<file path="config.mk">
export PLATFORM = sky130hd
export DESIGN_NAME = pst_dev_flat
export DESIGN_NICKNAME = d
export VERILOG_FILES = /design/src/shared/pst_pkg.sv /design/src/shared/pst_if.sv /design/src/rtl/pst_dev.sv /design/src/flat_wrapper.sv
export SDC_FILE = /design/constraint.sdc
export NUM_CORES = 1
export LEC_CHECK = 0
export ABC_AREA = 1
export BUFFER_PORTS_ARGS = -buffer_cell sky130_fd_sc_hd__buf_2
export CAP_MARGIN = 15
export CELL_PAD_IN_SITES_DETAIL_PLACEMENT = 1
export CELL_PAD_IN_SITES_GLOBAL_PLACEMENT = 2
export CORE_AREA = 5 5 135 137
export DETAILED_ROUTE_END_ITERATION = 16
export DIE_AREA = 0 0 140 142
export PLACE_DENSITY = 0.91
export SETUP_SLACK_MARGIN = 0.4
export SLEW_MARGIN = 25
export SYNTH_ARGS = -nofsm -noshare
export SYNTH_HDL_FRONTEND = slang
export SYNTH_SLANG_ARGS = --single-unit
</file>
<file path="constraint.sdc">
create_clock -name i_core_clk -period 7.15 [get_ports i_core_clk]
set_input_delay 0 -clock i_core_clk [delete_from_list [all_inputs] [get_ports i_core_clk]]
set_output_delay 0 -clock i_core_clk [all_outputs]
set_load 0.1 [all_outputs]
</file>
<file path="src/shared/pst_pkg.sv">
// Purpose: Shared constants for the power-up serial report link
// Assumes: 40 MHz core clock, one report per power cycle at the default address
// Notes:   Timing counts derive from the clock rate
package pst_pkg;

    localparam int unsigned CLK_HZ          = 40_000_000;
    localparam int unsigned BAUD            = 1200;
    // Bit period rounded down; error stays far inside UART tolerance
    localparam int unsigned BIT_CYCLES      = CLK_HZ / BAUD;
    localparam int unsigned HALF_BIT_CYCLES = BIT_CYCLES / 2;
    localparam int unsigned POWERUP_MS      = 100;
    // Longest time, so rounded down
    localparam int unsigned POWERUP_CYCLES  = (CLK_HZ / 1000) * POWERUP_MS;

    localparam logic [3:0] FRAME_BITS   = 4'ha;
    localparam logic [2:0] LAST_FIELD   = 3'h2;

    localparam logic [7:0] DEFAULT_ADDR = 8'h30;
    localparam logic [7:0] CH_TAB       = 8'h09;
    localparam logic [7:0] CH_SPACE     = 8'h20;
    localparam logic [7:0] CH_CR        = 8'h0d;
    localparam logic [7:0] KIND_CHAR    = 8'h3b;
    localparam logic [7:0] CHK_OFS      = 8'h20;
    localparam logic [7:0] CRC_INIT     = 8'hfc;
    localparam logic [7:0] CRC_POLY     = 8'h9c;
    localparam logic [7:0] CRC_OFS      = 8'h30;
    localparam logic [7:0] SUM_INIT     = 8'h00;

    function automatic logic [7:0] pst_crc_byte(input logic [7:0] crc,
                                                input logic [7:0] b);
        logic [7:0] c;
        c = crc ^ b;
        for (int i = 0; i < 8; i++) begin
            c = c[7] ? ({c[6:0], 1'b0} ^ CRC_POLY) : {c[6:0], 1'b0};
        end
        return c;
    endfunction

endpackage

</file>
<file path="src/shared/pst_if.sv">
// Purpose: Carrier joining sensor end and logger end
// Assumes: Sensor always drives the data line; logger switches power
// Notes:   Power is looped to the sensor's reset by the bench
interface pst_if;
    logic sdata;
    logic power;
    modport dev  (output sdata, input  power);
    modport host (input  sdata, output power);
endinterface

</file>
<file path="src/rtl/pst_dev.sv">
// Purpose: Sensor end: power-up report framer and serial transmitter
// Assumes: Reset release is power applied; fields arrive as ASCII
// Notes:   One frame per reset at the default address, then the other bus mode is entered
module pst_dev
    import pst_pkg::*;
#(
    parameter int unsigned P_POWERUP_CYCLES = POWERUP_CYCLES,
    parameter int unsigned P_BIT_CYCLES     = BIT_CYCLES
) (
    input  wire logic       i_core_clk,
    input  wire logic       i_rst_b,
    input  wire logic [7:0] i_bus_addr,
    input  wire logic       i_meas_done,
    input  wire logic [7:0] i_data,
    input  wire logic       i_data_last,
    input  wire logic       i_data_valid,
    output logic            o_data_ready,
    output logic            o_measuring,
    output logic            o_other_mode,
    pst_if.dev              link
);

    typedef enum logic [3:0] {
        ST_MEAS, ST_TAB, ST_FIELD, ST_SEP, ST_CR,
        ST_KIND, ST_CHK, ST_CRC, ST_FLUSH, ST_DONE
    } pst_state_t;

    pst_state_t  st_reg;
    pst_state_t  st_next;
    logic [31:0] pu_cnt_reg;
    logic [2:0]  fld_reg;
    logic [7:0]  sum_reg;
    logic [7:0]  crc_reg;
    logic [9:0]  tx_sh_reg;
    logic [3:0]  tx_bits_reg;
    logic [31:0] tx_baud_reg;
    logic        line_reg;

    // Two-entry buffer, entries are {last, byte}
    logic [8:0]  buf_mem_reg [2];
    logic        buf_wr_reg;
    logic        buf_rd_reg;
    logic [1:0]  buf_cnt_reg;

    wire         buf_in_ok  = (buf_cnt_reg != 2'h2) && (st_reg != ST_DONE);
    wire         buf_push   = i_data_valid && buf_in_ok;
    wire         buf_valid  = (buf_cnt_reg != 2'h0);
    wire  [8:0]  buf_head   = buf_mem_reg[buf_rd_reg];
    wire         tx_busy    = (tx_bits_reg != 4'h0);
    wire         addr_dflt  = (i_bus_addr == DEFAULT_ADDR);
    wire         pu_expired = (pu_cnt_reg >= P_POWERUP_CYCLES - 1);
    wire         baud_tick  = (tx_baud_reg == P_BIT_CYCLES - 1);
    wire  [7:0]  chk_char   = {2'b00, sum_reg[5:0]} + CHK_OFS;
    wire  [7:0]  crc_char   = {2'b00, crc_reg[7:2]} + CRC_OFS;

    logic        byte_avail;
    logic [7:0]  tx_byte;
    always_comb begin
        byte_avail = 1'b0;
        tx_byte    = CH_SPACE;
        case (st_reg)
            ST_TAB: begin
                byte_avail = buf_valid;
                tx_byte    = CH_TAB;
            end
            ST_FIELD: begin
                byte_avail = buf_valid;
                tx_byte    = buf_head[7:0];
            end
            ST_SEP: begin
                byte_avail = 1'b1;
                tx_byte    = CH_SPACE;
            end
            ST_CR: begin
                byte_avail = 1'b1;
                tx_byte    = CH_CR;
            end
            ST_KIND: begin
                byte_avail = 1'b1;
                tx_byte    = KIND_CHAR;
            end
            ST_CHK: begin
                byte_avail = 1'b1;
                tx_byte    = chk_char;
            end
            ST_CRC: begin
                byte_avail = 1'b1;
                tx_byte    = crc_char;
            end
            default: begin
                byte_avail = 1'b0;
                tx_byte    = CH_SPACE;
            end
        endcase
    end

    wire         load     = byte_avail && !tx_busy;
    wire         buf_pop  = load && (st_reg == ST_FIELD);
    wire         in_sum   = (st_reg != ST_CHK) && (st_reg != ST_CRC);
    wire         in_crc   = (st_reg != ST_CRC);

    always_comb begin
        st_next = st_reg;
        case (st_reg)
            ST_MEAS: begin
                if (!addr_dflt) begin
                    st_next = ST_DONE;
                end else if (i_meas_done || pu_expired) begin
                    st_next = ST_TAB;
                end
            end
            ST_TAB: begin
                if (load) begin
                    st_next = ST_FIELD;
                end
            end
            ST_FIELD: begin
                if (load && buf_head[8]) begin
                    st_next = (fld_reg == LAST_FIELD) ? ST_CR : ST_SEP;
                end
            end
            ST_SEP: begin
                if (load) begin
                    st_next = ST_FIELD;
                end
            end
            ST_CR: begin
                if (load) begin
                    st_next = ST_KIND;
                end
            end
            ST_KIND: begin
                if (load) begin
                    st_next = ST_CHK;
                end
            end
            ST_CHK: begin
                if (load) begin
                    st_next = ST_CRC;
                end
            end
            ST_CRC: begin
                if (load) begin
                    st_next = ST_FLUSH;
                end
            end
            ST_FLUSH: begin
                if (!tx_busy) begin
                    st_next = ST_DONE;
                end
            end
            default: begin
                st_next = ST_DONE;  // Only a reset leaves this state
            end
        endcase
    end

    // Line low while measuring; shifter bit while a frame is on the wire; otherwise idle high
    wire line_next = (st_reg == ST_MEAS) ? 1'b0 :
                     tx_busy ? tx_sh_reg[0] : 1'b1;

    always_ff @(posedge i_core_clk or negedge i_rst_b) begin
        if (!i_rst_b) begin
            st_reg     <= ST_MEAS;
            pu_cnt_reg <= 32'h0;
            fld_reg    <= 3'h0;
            line_reg   <= 1'b0;
        end else begin
            st_reg     <= st_next;
            line_reg   <= line_next;
            if (st_reg == ST_MEAS) begin
                pu_cnt_reg <= pu_cnt_reg + 32'h1;
            end
            if (buf_pop && buf_head[8]) begin
                fld_reg <= fld_reg + 3'h1;
            end
        end
    end

    // Running check over bytes before the check char, CRC over bytes before the CRC char, as loaded
    always_ff @(posedge i_core_clk or negedge i_rst_b) begin
        if (!i_rst_b) begin
            sum_reg <= SUM_INIT;
            crc_reg <= CRC_INIT;
        end else if (load) begin
            if (in_sum) begin
                sum_reg <= sum_reg + tx_byte;
            end
            if (in_crc) begin
                crc_reg <= pst_crc_byte(crc_reg, tx_byte);
            end
        end
    end

    // Shifter: start 0, data LSB first, stop 1
    always_ff @(posedge i_core_clk or negedge i_rst_b) begin
        if (!i_rst_b) begin
            tx_sh_reg   <= 10'h3ff;
            tx_bits_reg <= 4'h0;
            tx_baud_reg <= 32'h0;
        end else if (load) begin
            tx_sh_reg   <= {1'b1, tx_byte, 1'b0};
            tx_bits_reg <= FRAME_BITS;
            tx_baud_reg <= 32'h0;
        end else if (tx_busy) begin
            if (baud_tick) begin
                tx_sh_reg   <= {1'b1, tx_sh_reg[9:1]};
                tx_bits_reg <= tx_bits_reg - 4'h1;
                tx_baud_reg <= 32'h0;
            end else begin
                tx_baud_reg <= tx_baud_reg + 32'h1;
            end
        end
    end

    // Buffer lets the producer run ahead while a byte is on the wire
    always_ff @(posedge i_core_clk or negedge i_rst_b) begin
        if (!i_rst_b) begin
            buf_mem_reg[0] <= 9'h0;
            buf_mem_reg[1] <= 9'h0;
            buf_wr_reg     <= 1'b0;
            buf_rd_reg     <= 1'b0;
            buf_cnt_reg    <= 2'h0;
        end else begin
            if (buf_push) begin
                buf_mem_reg[buf_wr_reg] <= {i_data_last, i_data};
                buf_wr_reg              <= ~buf_wr_reg;
            end
            if (buf_pop) begin
                buf_rd_reg <= ~buf_rd_reg;
            end
            if (buf_push && !buf_pop) begin
                buf_cnt_reg <= buf_cnt_reg + 2'h1;
            end else if (buf_pop && !buf_push) begin
                buf_cnt_reg <= buf_cnt_reg - 2'h1;
            end
        end
    end

    assign o_data_ready = buf_in_ok;
    assign o_measuring  = (st_reg == ST_MEAS);
    assign o_other_mode = (st_reg == ST_DONE);
    assign link.sdata   = line_reg;

endmodule

</file>
<file path="src/flat_wrapper.sv">
// flat-port wrapper written by rule: the top's interface ports become plain ports
module pst_dev_flat import pst_pkg::*;
#(
    parameter int unsigned P_POWERUP_CYCLES = POWERUP_CYCLES,
    parameter int unsigned P_BIT_CYCLES     = BIT_CYCLES
)
  (i_core_clk, i_rst_b, i_bus_addr, i_meas_done, i_data, i_data_last, i_data_valid, o_data_ready, o_measuring, o_other_mode, link_sdata, link_power);
  pst_if link_i ();
  input  wire logic i_core_clk;
  input  wire logic i_rst_b;
  input  wire logic [7:0] i_bus_addr;
  input  wire logic i_meas_done;
  input  wire logic [7:0] i_data;
  input  wire logic i_data_last;
  input  wire logic i_data_valid;
  output logic o_data_ready;
  output logic o_measuring;
  output logic o_other_mode;
  output wire logic [$bits(link_i.sdata)-1:0] link_sdata;
  input wire logic [$bits(link_i.power)-1:0] link_power;
  assign link_sdata = link_i.sdata;
  assign link_i.power = link_power;
  pst_dev #(.P_POWERUP_CYCLES(P_POWERUP_CYCLES), .P_BIT_CYCLES(P_BIT_CYCLES)) u_core (.i_core_clk(i_core_clk), .i_rst_b(i_rst_b), .i_bus_addr(i_bus_addr), .i_meas_done(i_meas_done), .i_data(i_data), .i_data_last(i_data_last), .i_data_valid(i_data_valid), .o_data_ready(o_data_ready), .o_measuring(o_measuring), .o_other_mode(o_other_mode), .link(link_i));
endmodule
</file>
## Word-level counts from Yosys, hierarchy flattened

Index checks and enable logic that the tools add are counted.

- Muxes and demuxes: 40
- Order comparisons: 4
- Bitwise operators: 13
- Reductions and logical operators: 27
- Add/sub/neg operators: 9
- Equal/unequal tests: 24

Operators with widths:

| kind | number |
|---|---|
| two-way mux 32 bit | 3 |
| adder 32 x 1 -> 32 bit, second input constant | 2 |
| two-way mux 8 bit | 8 |
| two-way mux 4 bit | 12 |
| case mux 8 bit (6 select lines) | 1 |
| two-way mux 9 bit | 4 |
| == test 32 x 16 -> 1 bit, second input constant | 1 |
| >= comparator 32 x 22 -> 1 bit, second input constant | 1 |
| inverter 4 bit | 8 |
| case mux 4 bit (8 select lines) | 1 |
| two-way mux 10 bit | 3 |
| bitwise mux 18 bit | 1 |
| == test 4 x 3 -> 1 bit, second input constant | 4 |
| adder 6 x 6 -> 7 bit, second input constant | 2 |
| logical AND 1 bit | 10 |
| != test 2 x 1 -> 1 bit, second input constant | 5 |
| demux 9 bit (select 1 bit) | 1 |
| adder 8 bit | 1 |
| == test 4 x 2 -> 1 bit, second input constant | 2 |
| == test 4 bit, second input constant | 2 |
| == test 8 x 6 -> 1 bit, second input constant | 1 |
| != test 4 x 3 -> 1 bit, second input constant | 2 |
| AND reduction 8 bit | 1 |
| nonzero test 2 bit | 4 |
| other kinds (25) | 37 |

- Bits of input ports: 22
- Logic and storage cells: 131
- Output and inout bits: 4
- Bits in registers: 124

## Logic depth before layout (Yosys ltp)

Gate-level depths: netlist of the first run.

- Depth in word-level cells: 22
- Gate-level depth with buffers: 24
- Mapped depth without buffers: 22

## Worst setup path after synthesis of the first run

OpenSTA, ideal clock, no wires.

- Path kind: reg2reg
- Start point: reg u_core.st_reg[1]
- End point: reg u_core.buf_cnt_reg[1]
- Path buffers: 0
- Data arrival time: 5.162 ns
- Setup time: 0.124 ns
- Path slack: 1.864 ns
- Data required time: 7.026 ns
- Cell stages (with the launch flop): 11
- Clock period less this slack: 5.286 ns
- Cell sequence: dfrtp_1 inv_2 nand2_1 nor3_1 a21oi_1 nand2_1 inv_1 ha_1 a21oi_1 o21ai_0 xnor2_1

- Elaborated cells on any way between the ends: 21
- Those cells by class: eq/ne (8); mux (2); reduce/logical (11)

RTL lines:

| what | line | RTL |
|---|---|---|
| from (decl) | pst_dev.sv:28 | `pst_state_t st_reg;` |
| from (signal assigned) | pst_dev.sv:169 | `st_reg <= st_next;` |
| != test 4 bit * | pst_dev.sv:45 | `wire buf_in_ok = (buf_cnt_reg != 2'h2) && (st_reg != ST_DONE);` |
| logical AND 1 bit * | pst_dev.sv:45 |  |
| via o_data_ready | flat_wrapper.sv:16 | `output logic o_data_ready;` |
| logical AND 1 bit * | pst_dev.sv:46 | `wire buf_push = i_data_valid && buf_in_ok;` |
| via u_core.buf_push | pst_dev.sv:46 |  |
| logical NOT 1 bit | pst_dev.sv:234 | `end else if (buf_pop && !buf_push) begin` |
| logical AND 1 bit | pst_dev.sv:234 |  |
| nonzero test 2 bit (no source line) | - |  |
| to (signal assigned) | pst_dev.sv:233 | `buf_cnt_reg <= buf_cnt_reg + 2'h1;` |
| to (signal assigned) | pst_dev.sv:235 | `buf_cnt_reg <= buf_cnt_reg - 2'h1;` |
| to (decl) | pst_dev.sv:43 | `logic [1:0] buf_cnt_reg;` |

Mark *: on every way through the listed nets, which the timed path passes. The rest lies on a longest branch.
A chain may end at the register's enable or synchronous reset.

## Worst setup path after layout of the first run

- Start point: reg u_core.tx_baud_reg[10]
- End point: reg u_core.tx_sh_reg[2]

- Word-level cells in the longest chain between the ends: 3

RTL lines:

| what | line | RTL |
|---|---|---|
| from (decl) | pst_dev.sv:36 | `logic [31:0] tx_baud_reg;` |
| from (signal assigned) | pst_dev.sv:211 | `tx_baud_reg <= tx_baud_reg + 32'h1;` |
| == test 32 x 16 -> 1 bit | pst_dev.sv:52 | `wire baud_tick = (tx_baud_reg == P_BIT_CYCLES - 1);` |
| nonzero test 2 bit (no source line) | - |  |
| AND reduction 2 bit (no source line) | - |  |
| to (signal assigned) | pst_dev.sv:202 | `tx_sh_reg <= {1'b1, tx_byte, 1'b0};` |
| to (signal assigned) | pst_dev.sv:207 | `tx_sh_reg <= {1'b1, tx_sh_reg[9:1]};` |
| to (decl) | pst_dev.sv:34 | `logic [9:0] tx_sh_reg;` |

No other way between the ends.

==> out/results.ini, run 1 <==
[run_status]
status=completed

[route]
remaining_drc_errors=0
wire_per_inst_microns=15.3
antenna_left=0
routed_wl_microns=17200
vias_per_cell=5.08
dr.pass1.iters=5
num_vias=5725
drtIter0Drc=181

[grt]
grt_pass1_vias=6195
use_met1_pct=23.2
grt-ovfl-total=0
grt_use_met2_pct=32.7
grt_max_degree=68
grt_pass1_wl_microns=30100
top_usage_layer=met2
met3_usage_pct=2.99
grt_antenna_before_repair=0
grt_usage_pct=18.4

[yosys]
synth_cell_types=47
avgSynthCellArea_sq_um=8.00
synth_seq_area_share_pct=44.3
synth_nets=882
synth_seq_cells=119
synth_edf_count=0
netlist_area_sq_um=6760
synthFlopType=dfrtp_1
synthArstFlopShare_pct=100
netlist_instances=845
yosys_warnings=0

[floorplan]
start_util_pct=39.9
io_pins=26
die-width_microns=140
rows=48
die_h_microns=142
core_sq_um=16900
die_area_sq_um=19900

[layout]
final_cell_mix=nand2_1, inv_1, dfrtp_1, o21ai_0, nor2_1
num-fill-cells=2052
final_core_util_pct=46.8
drive_gt1_share_pct=13.7
nNetsFinal=926
layout_commonest_cell=nand2_1
stdcell_area_sq_um=7920
syn2layout_area_growth_pct=17.2
diodes=0

[critical_path]
crit_path_end_kind=register
cp.arrival_ns=3.77
crit_path_max_fanout=21
r2r-start=u_core.tx_baud_reg[10]
worstSetupPathType=reg -> reg
timing.critical_path.required_ns=7.49
startpoint=u_core.tx_baud_reg[10]
cp-start-kind=register

[sta]
skew_ns=0.00825
whs_ns=0.0823
hold_violations=0
drv_slew=0
finalCritPeriodShare_pct=48.0
min_period_ns=3.43
max_slew.worst_pin.slew_ns=0.883
slew-limit-headroom_pct=41.1
max_freq_ghz=0.291
setup_viol=0
rsz0062_at_grt=no
tns_ns=0

[cts]
clk_pin_slew_worst_paths_ns=0.06
clkLatencyLatePin_ns=0.42
cts.sinks=119
cts_buffers=17
htree_levels=4
cts_max_path_buffers=2
cts_tree=built
cts_setup_buffers=0
clockRootBuffer=clkbuf_16

[run]
cap_violations=0

[power]
power.leakage_nw=3.63
vdd_drop_max_mv=0.154
powerDensity_nw_per_um2=216

[place]
placed_area_sq_um=7130
hpwlAfterDp_microns=12200
place.gp.congestion=0.773
port_buffers=24

[worst_hold_path]
hp-class=in -> reg
min-delay-start=i_bus_addr[2]

[worst paths after layout]
kind | endpoint | slack, ns | cells after the start
worst max register to register | u_core.tx_sh_reg[2] | 3.72 | 11
worst max-delay path | u_core.tx_sh_reg[2] | 3.72 | 11
worst min register to register | u_core.buf_mem_reg[16] | 0.47 | 2
worst min-delay path | u_core.st_reg[3] | 0.08 | 5
min in group asynchronous | u_core.pu_cnt_reg[13] | 0.17 | 2
max in group asynchronous | u_core.sum_reg[3] | 5.65 | 3
[cell families after synthesis]
kind of cell | synth area share (%)
AO/OA/AOI/OAI | 10.9
XOR/XNOR | 6.53
adder cells (fa/ha/maj) | 2.89
buffers and inverters | 7.46
flip-flops | 44.3
multiplexers | 1.50
AND/OR/NAND/NOR | 26.5
[power by group]
group	switching (W)	total, W	leakage (nW)	internal [W]
Combinational	0.0000210	0.0000319	1.74	0.0000108
Clock	0.000332	0.000998	0.323	0.000666
Sequential	0.00000198	0.000680	1.57	0.000678
[cells in the mapped netlist, types with 3 or more instances]
cell type,number,area share (%)
xor2_1,36,4.7
nor2_4,6,1.0
dfstp_2,15,5.8
a31oi_1,3,0.28
nand2_1,189,10
nand3_1,53,3.9
dfrtp_1,104,38
or2_2,3,0.28
nor3_1,16,1.2
nand4_1,14,1.3
mux2_2,9,1.5
nor2_1,62,3.4
xnor2_1,10,1.3
ha_1,14,2.6
inv_1,111,6.2
nand3_2,5,0.74
a21oi_1,33,2.4
nor4_1,17,1.6
o21ai_0,69,5.1
nand2_2,6,0.56
inv_2,8,0.44
nor2_2,7,0.65
clkbuf_1,9,0.50
o22ai_1,16,1.5
[worst max-delay path, cell delays in order (launching register included)]
cell     delay (ns)
dfrtp_1        0.44
nor4_1         0.33
nand2_1        0.12
nor3_1         0.15
nand4_1        0.14
nand2_1        0.43
inv_1          0.48
nor2_1         0.58
inv_1          0.33
a21oi_1        0.18
o21ai_0        0.09
o21ai_0        0.08
[final cells by class]
type                    instances  area (sq um)  share of cell area [%]
repair buffers                 37           248                    3.13
flip-flops and latches        119          3000                    37.8
multi-input cells             594          3260                    41.2
clock inverters                14           246                    3.11
well taps                     225           282                    3.55
clock buffers                  18           439                    5.54
inverters                     120           450                    5.68
[through the flow]
stage | cells | power (W) | setup WS [ns]
2_1_floorplan | 845 | 0.000697 | 1.86
3_3_place_gp | 1084 | 0.000719 | 3.70
3_5_place_dp | 1084 | 0.000720 | 3.70
4_1_cts | 1127 | 0.00172 | 3.68
5_1_grt | 1127 | 0.00176 | 3.27
6_report | 1127 | 0.00171 | 3.72
[metal layers]
metal	routed length (microns)	part of all wire, %
met2	8600	50
met3	351	2.0
met5	0	0
met1	8030	47
met4	259	1.5
[what timing repair did]
action / in CTS / in global routing
gates resized for setup: 0 / 0
hold endpoints to repair: 69 / 0
hold buffers: 11 / 0
Power figures use the tool's default switching activity.
==> inputs of run 2 (changes only) <==
Settings changed: CORE_AREA 5 5 135 137 to 5 5 148 150, DIE_AREA 0 0 140 142 to 0 0 153 155, PLACE_DENSITY 0.91 to 0.81.
Clock period 7.15 ns to 2.7 ns, I/O delays scaled along.
==> run 2 against run 1 <==
- sequential power grew to 2.6 times the previous value
- register-to-register slack lost 3.7 ns
- utilization grew 2.7 points
- first-iteration DRC count grew 30%
- routed wire length grew 35%
- setup slack lost 3.7 ns
- critical path depth grew 5
- sequential share of layout area shrank 8.3 points
- fmax grew 28%
- count of clock-buffer cells in the layout grew 5
- combinational power grew to 2.9 times the previous value
- highest routed layer unchanged
==> out/results.ini, run 2 (synthesized netlist as in run 1, its figures left out) <==
[layout]
drive_gt1_share_pct=42.0
stdcell_area_sq_um=10200
diodes=0
final_core_util_pct=49.5
syn2layout_area_growth_pct=50.5
layoutNonFillerInstCount=1318
nNetsFinal=1068
final_cell_mix=nand2_1, dfrtp_1, inv_1, buf_4, buf_6
layout_commonest_cell=nand2_1

[cts]
cts.sinks=119
htree_levels=4
clockRootBuffer=clkbuf_16
cts_tree=built
clkLatencyLatePin_ns=0.42
clk_pin_slew_worst_paths_ns=0.06
cts_max_path_buffers=2
cts_buffers=17

[power]
vdd_drop_max_mv=0.362
power.leakage_nw=4.60
powerDensity_nw_per_um2=406

[critical_path]
cp_slowest_cell=dfrtp_2
cp.arrival_ns=2.99
cp_cell_sequence=inv_4 -> nand2_4 -> nor2_4 -> buf_6 -> nand2_4 -> nand4_4 -> ha_4 -> a21oi_2 -> inv_2 -> a31oi_4 -> o21ai_1 -> a21oi_1 -> xor2_1 -> nand2_1 -> xor2_1 -> inv_1
critical-path-max-stage-delay_ns=0.47
worstSetupPathType=reg -> reg
crit_family=compound AO/OA/AOI/OAI gates
cp_num_buf_inv=4
cp-start-kind=register
crit_path_max_fanout=8
timing.critical_path.required_ns=3.01
crit_path_end_kind=register

[sta]
min_period_ns=2.68
slew-limit-headroom_pct=54.2
finalCritPeriodShare_pct=99.3
max_slew.worst_pin.slew_ns=0.687
max_freq_ghz=0.373
tns_ns=0
setup_viol=0
rsz0062_at_grt=yes
skew_ns=0.0118
drv_slew=0
hold_violations=0

[run_status]
status=completed

[grt]
grt_pass1_wl_microns=34100
grt_pass1_vias=6858
grt_usage_pct=17.5
grt_max_degree=46
use_met1_pct=22.1
top_usage_layer=met2
grt_use_met2_pct=30.5
grt-ovfl-total=0
grt_antenna_before_repair=0
met3_usage_pct=2.70

[place]
place.gp.congestion=0.763
port_buffers=24
placed_area_sq_um=7530
dp.cells=1165
hpwlAfterDp_microns=13300

[route]
wire_per_inst_microns=17.6
dr.pass1.iters=4
num_vias=6605
drtIter0Drc=236
vias_per_cell=5.01
antenna_left=0
remaining_drc_errors=0
routed_wl_microns=23200

[floorplan]
die-width_microns=153
rows=53
die_h_microns=155
core_sq_um=20600
io_pins=26
start_util_pct=32.9
die_area_sq_um=23700

[run]
cap_violations=0

[worst_hold_path]
hp-class=in -> reg

[run 2: changes by cell type in the layout (fill, tap and decap cells not counted), sizes merged]
cell,change
inv,-2
bufinv,-4
clkbuf,+5
buf,+142
[run 2: area by class of cell]
cell class	count	area, sq um
sequential	119	3000
timing repair buffer	179	1540
clock inverter	8	98.8
tap	275	344
fill	2371	10400
clock buffer	23	468
multi-input combinational	594	4260
inverter	120	469
[run 2: worst paths after layout]
path	slack, ns	cells past startpoint	to	start
worst max-delay path	0.02	16	u_core.sum_reg[5]	u_core.st_reg[2]
worst min-delay path	0.09	5	u_core.st_reg[3]	i_bus_addr[2]
worst max register to register	0.02	16	u_core.sum_reg[5]	u_core.st_reg[2]
worst min register to register	0.47	2	u_core.buf_mem_reg[10]	u_core.buf_mem_reg[10]
max in group asynchronous	1.78	3	u_core.tx_baud_reg[20]	i_rst_b
min in group asynchronous	0.17	2	u_core.pu_cnt_reg[16]	i_rst_b
[run 2: where the power goes]
| group | switching [W] | total [W] | internal, W | leakage [nW] |
|---|---|---|---|---|
| Sequential | 0.00000666 | 0.00180 | 0.00180 | 1.56 |
| Clock | 0.000843 | 0.00224 | 0.00140 | 0.273 |
| Combinational | 0.0000609 | 0.0000938 | 0.0000329 | 2.76 |
| Total | 0.000911 | 0.00414 | 0.00323 | 4.60 |
[run 2: tightest hold or removal path, cell delays in order]
cell	delay, ns
buf_2	0.07
nor4_1	0.03
nand4_1	0.12
a21oi_1	0.11
o21ai_2	0.13
[run 2: timing repair]
item	in CTS	in global routing
setup endpoints to repair	55	65
hold buffers	11	0
pin swaps	59	81
cloned	0	1
gates resized for setup	85	224
endpoints found under the hold margin	46	0
buffers inserted	55	55
[run 2: metal layers]
layer	wire [microns]	vias up	share of wire [%]
met5	0	-	0
met4	477	0	2.1
met3	400	37	1.7
met2	12400	65	53
met1	9970	3343	43
li1	-	3160	-
[run 2: per-stage QoR]
stage	total power, W	setup WS (ns)	hold WS (ns)
floorplan	0.00185	0.0236	-0.296
global placement	0.00191	0.0836	0.0658
detailed placement	0.00192	0.0412	0.0773
CTS	0.00417	0.176	0.0814
global route	0.00427	-0.137	0.0885
finish	0.00414	0.0191	0.0887
==> inputs of run 3 (changes only) <==
Settings changed: GPL_TIMING_DRIVEN from default to 0, PLACE_DENSITY 0.81 to 0.72.
==> run 3 against run 2 <==
- sequential power is essentially flat
- total power grew 3.1%
- combinational power shrank 0.7%
- routed wire length shrank 4.7%
- utilization shrank 0.86 points
- clock power grew 6%
- hold slack lost 0.033 ns
- via count shrank 1.5%
- setup slack gained 0.060 ns
- first-iteration DRC count shrank 23%
- largest cell class unchanged
- largest power group unchanged
==> out/results.ini, run 3 (synthesized netlist as in run 1, its figures left out) <==
[run_status]
status=completed

[worst_hold_path]
hp-class=in -> reg
min-delay-start=i_bus_addr[2]
whs_endpoint=u_core.st_reg[3]
whs_path_depth=5

[sta]
drv_slew=0
finalCritPeriodShare_pct=97.1
max_slew.worst_pin.slew_ns=0.672
slew-limit-headroom_pct=54.8
setup_viol=0
min_period_ns=2.62
hold_violations=0
skew_ns=0.00909
rsz0062_at_grt=yes
max_freq_ghz=0.382
tns_ns=0
worst_slack_ns=0.0795

[critical_path]
r2r-start=u_core.st_reg[3]
timing.critical_path.required_ns=3.00
worstSetupPathType=reg -> reg
cp-start-kind=register
r2r_cells=15
crit_path_end_kind=register
cp.arrival_ns=2.92
crit_path_max_fanout=5
startpoint=u_core.st_reg[3]
ff2ff_setup_slack_ns=0.08
r2r_end=u_core.sum_reg[4]

[grt]
grt-ovfl-total=0
grt_antenna_before_repair=0
grt_pass1_vias=6941
grt_usage_pct=17.8
grt_pass1_wl_microns=34500
grt_max_degree=80

[cts]
clk_pin_slew_worst_paths_ns=0.06
cts_buffers=17
cts_tree=built
cts.sinks=119
clkLatencyLatePin_ns=0.42
htree_levels=4
clockRootBuffer=clkbuf_16
cts_max_path_buffers=2

[place]
post-place-ws_ns=-0.260
hpwlAfterDp_microns=14000
port_buffers=24
placed_area_sq_um=7360
place.gp.congestion=0.831

[layout]
seq_area_sq_um=3000
multi_input_area_sq_um=4320
stdcell_area_sq_um=10000
nNetsFinal=1040
layout_commonest_cell=nand2_1
syn2layout_area_growth_pct=47.9
diodes=0
final_cell_mix=nand2_1, dfrtp_1, inv_1, buf_4
drive_gt1_share_pct=40.5
num-fill-cells=2367

[power]
power.leakage_nw=4.55
sw_frac_of_total_pct=21.0
internal-power_w=0.00337
vdd_drop_max_mv=0.396
p_switching_w=0.000896
powerDensity_nw_per_um2=426
combPwrFrac_pct=2.2
power_w=0.00427
seqPwrFrac_pct=42.3
p_clk_share_pct=55.6

[route]
routed_wl_microns=22200
wire_per_inst_microns=17.2
drtIter0Drc=181
num_vias=6505
dr.pass1.iters=4
antenna_left=0
remaining_drc_errors=0
vias_per_cell=5.04

[floorplan]
io_pins=26
rows=53
start_util_pct=32.9
die_area_sq_um=23700
die_h_microns=155
die-width_microns=153
core_sq_um=20600

[run]
cap_violations=0

==> run 3: per-stage QoR <==
stage	util [%]	instances	hold slack, ns
finish	48.6	1290	0.0556
global route	48.6	1290	0.0815
CTS	43.2	1247	0.0812
detailed placement	35.8	1145	-0.0848
global placement	35.6	1144	0.219
floorplan	-	845	-0.296
==> run 3: power groups by stage <==
stage | Clock [W] | Sequential, W | Combinational (W)
after floorplan | 0 | 0.00183 | 0.0000150
after global placement | 0 | 0.00183 | 0.0000725
after detailed placement | 0 | 0.00183 | 0.0000819
after CTS | 0.00242 | 0.00180 | 0.0000962
after global routing | 0.00250 | 0.00180 | 0.000108
final | 0.00237 | 0.00180 | 0.0000931
==> run 3: what timing repair did <==
action                                  4_1_cts  5_1_grt
gates resized for setup                      97      219
hold buffers                                 11        0
endpoints found under the setup margin       71       75
pin swaps                                    44       74
buffers inserted                             60       40
cloned                                        0        3
hold endpoints to repair                    129        0
==> run 3: worst max-delay path by stage <==
stage	endpoint	slack, ns	cells after the start
after floorplan	u_core.buf_cnt_reg[1]	0.02	10
after global placement	u_core.st_reg[1]	-0.27	1
after detailed placement	u_core.tx_baud_reg[27]	-0.26	11
after CTS	u_core.crc_reg[7]	0.06	19
after global routing	u_core.crc_reg[7]	-0.06	19
final	u_core.sum_reg[4]	0.08	15
==> run 3: final cells by class <==
class,count,area share (%)
Clock inverter,8,1.20
Buffer,12,1.14
Clock buffer,23,4.88
Multi-Input combinational cell,594,43.2
Tap cell,275,3.44
Sequential cell,119,30.0
Timing Repair Buffer,139,11.5
Inverter,120,4.72
==> run 3: per-layer routing <==
metal  GRT usage (%)  vias up  wire [microns]
met5               0        -               0
met4            6.15        0             569
met3            3.17       38             404
met2            33.1       74           11800
met1            20.7     3294            9340
li1                -     3099               -
==> run 3: worst max-delay path: stages, from the launching register on <==
cell	delay [ns]
dfrtp_2	0.47
inv_4	0.08
nand2_4	0.09
nor2_4	0.05
buf_6	0.13
buf_6	0.11
buf_6	0.11
a21oi_4	0.14
nand4_1	0.19
ha_4	0.24
fa_2	0.36
a21oi_2	0.17
o21ai_2	0.07
xor2_1	0.14
nand2_1	0.07
nand2_1	0.06
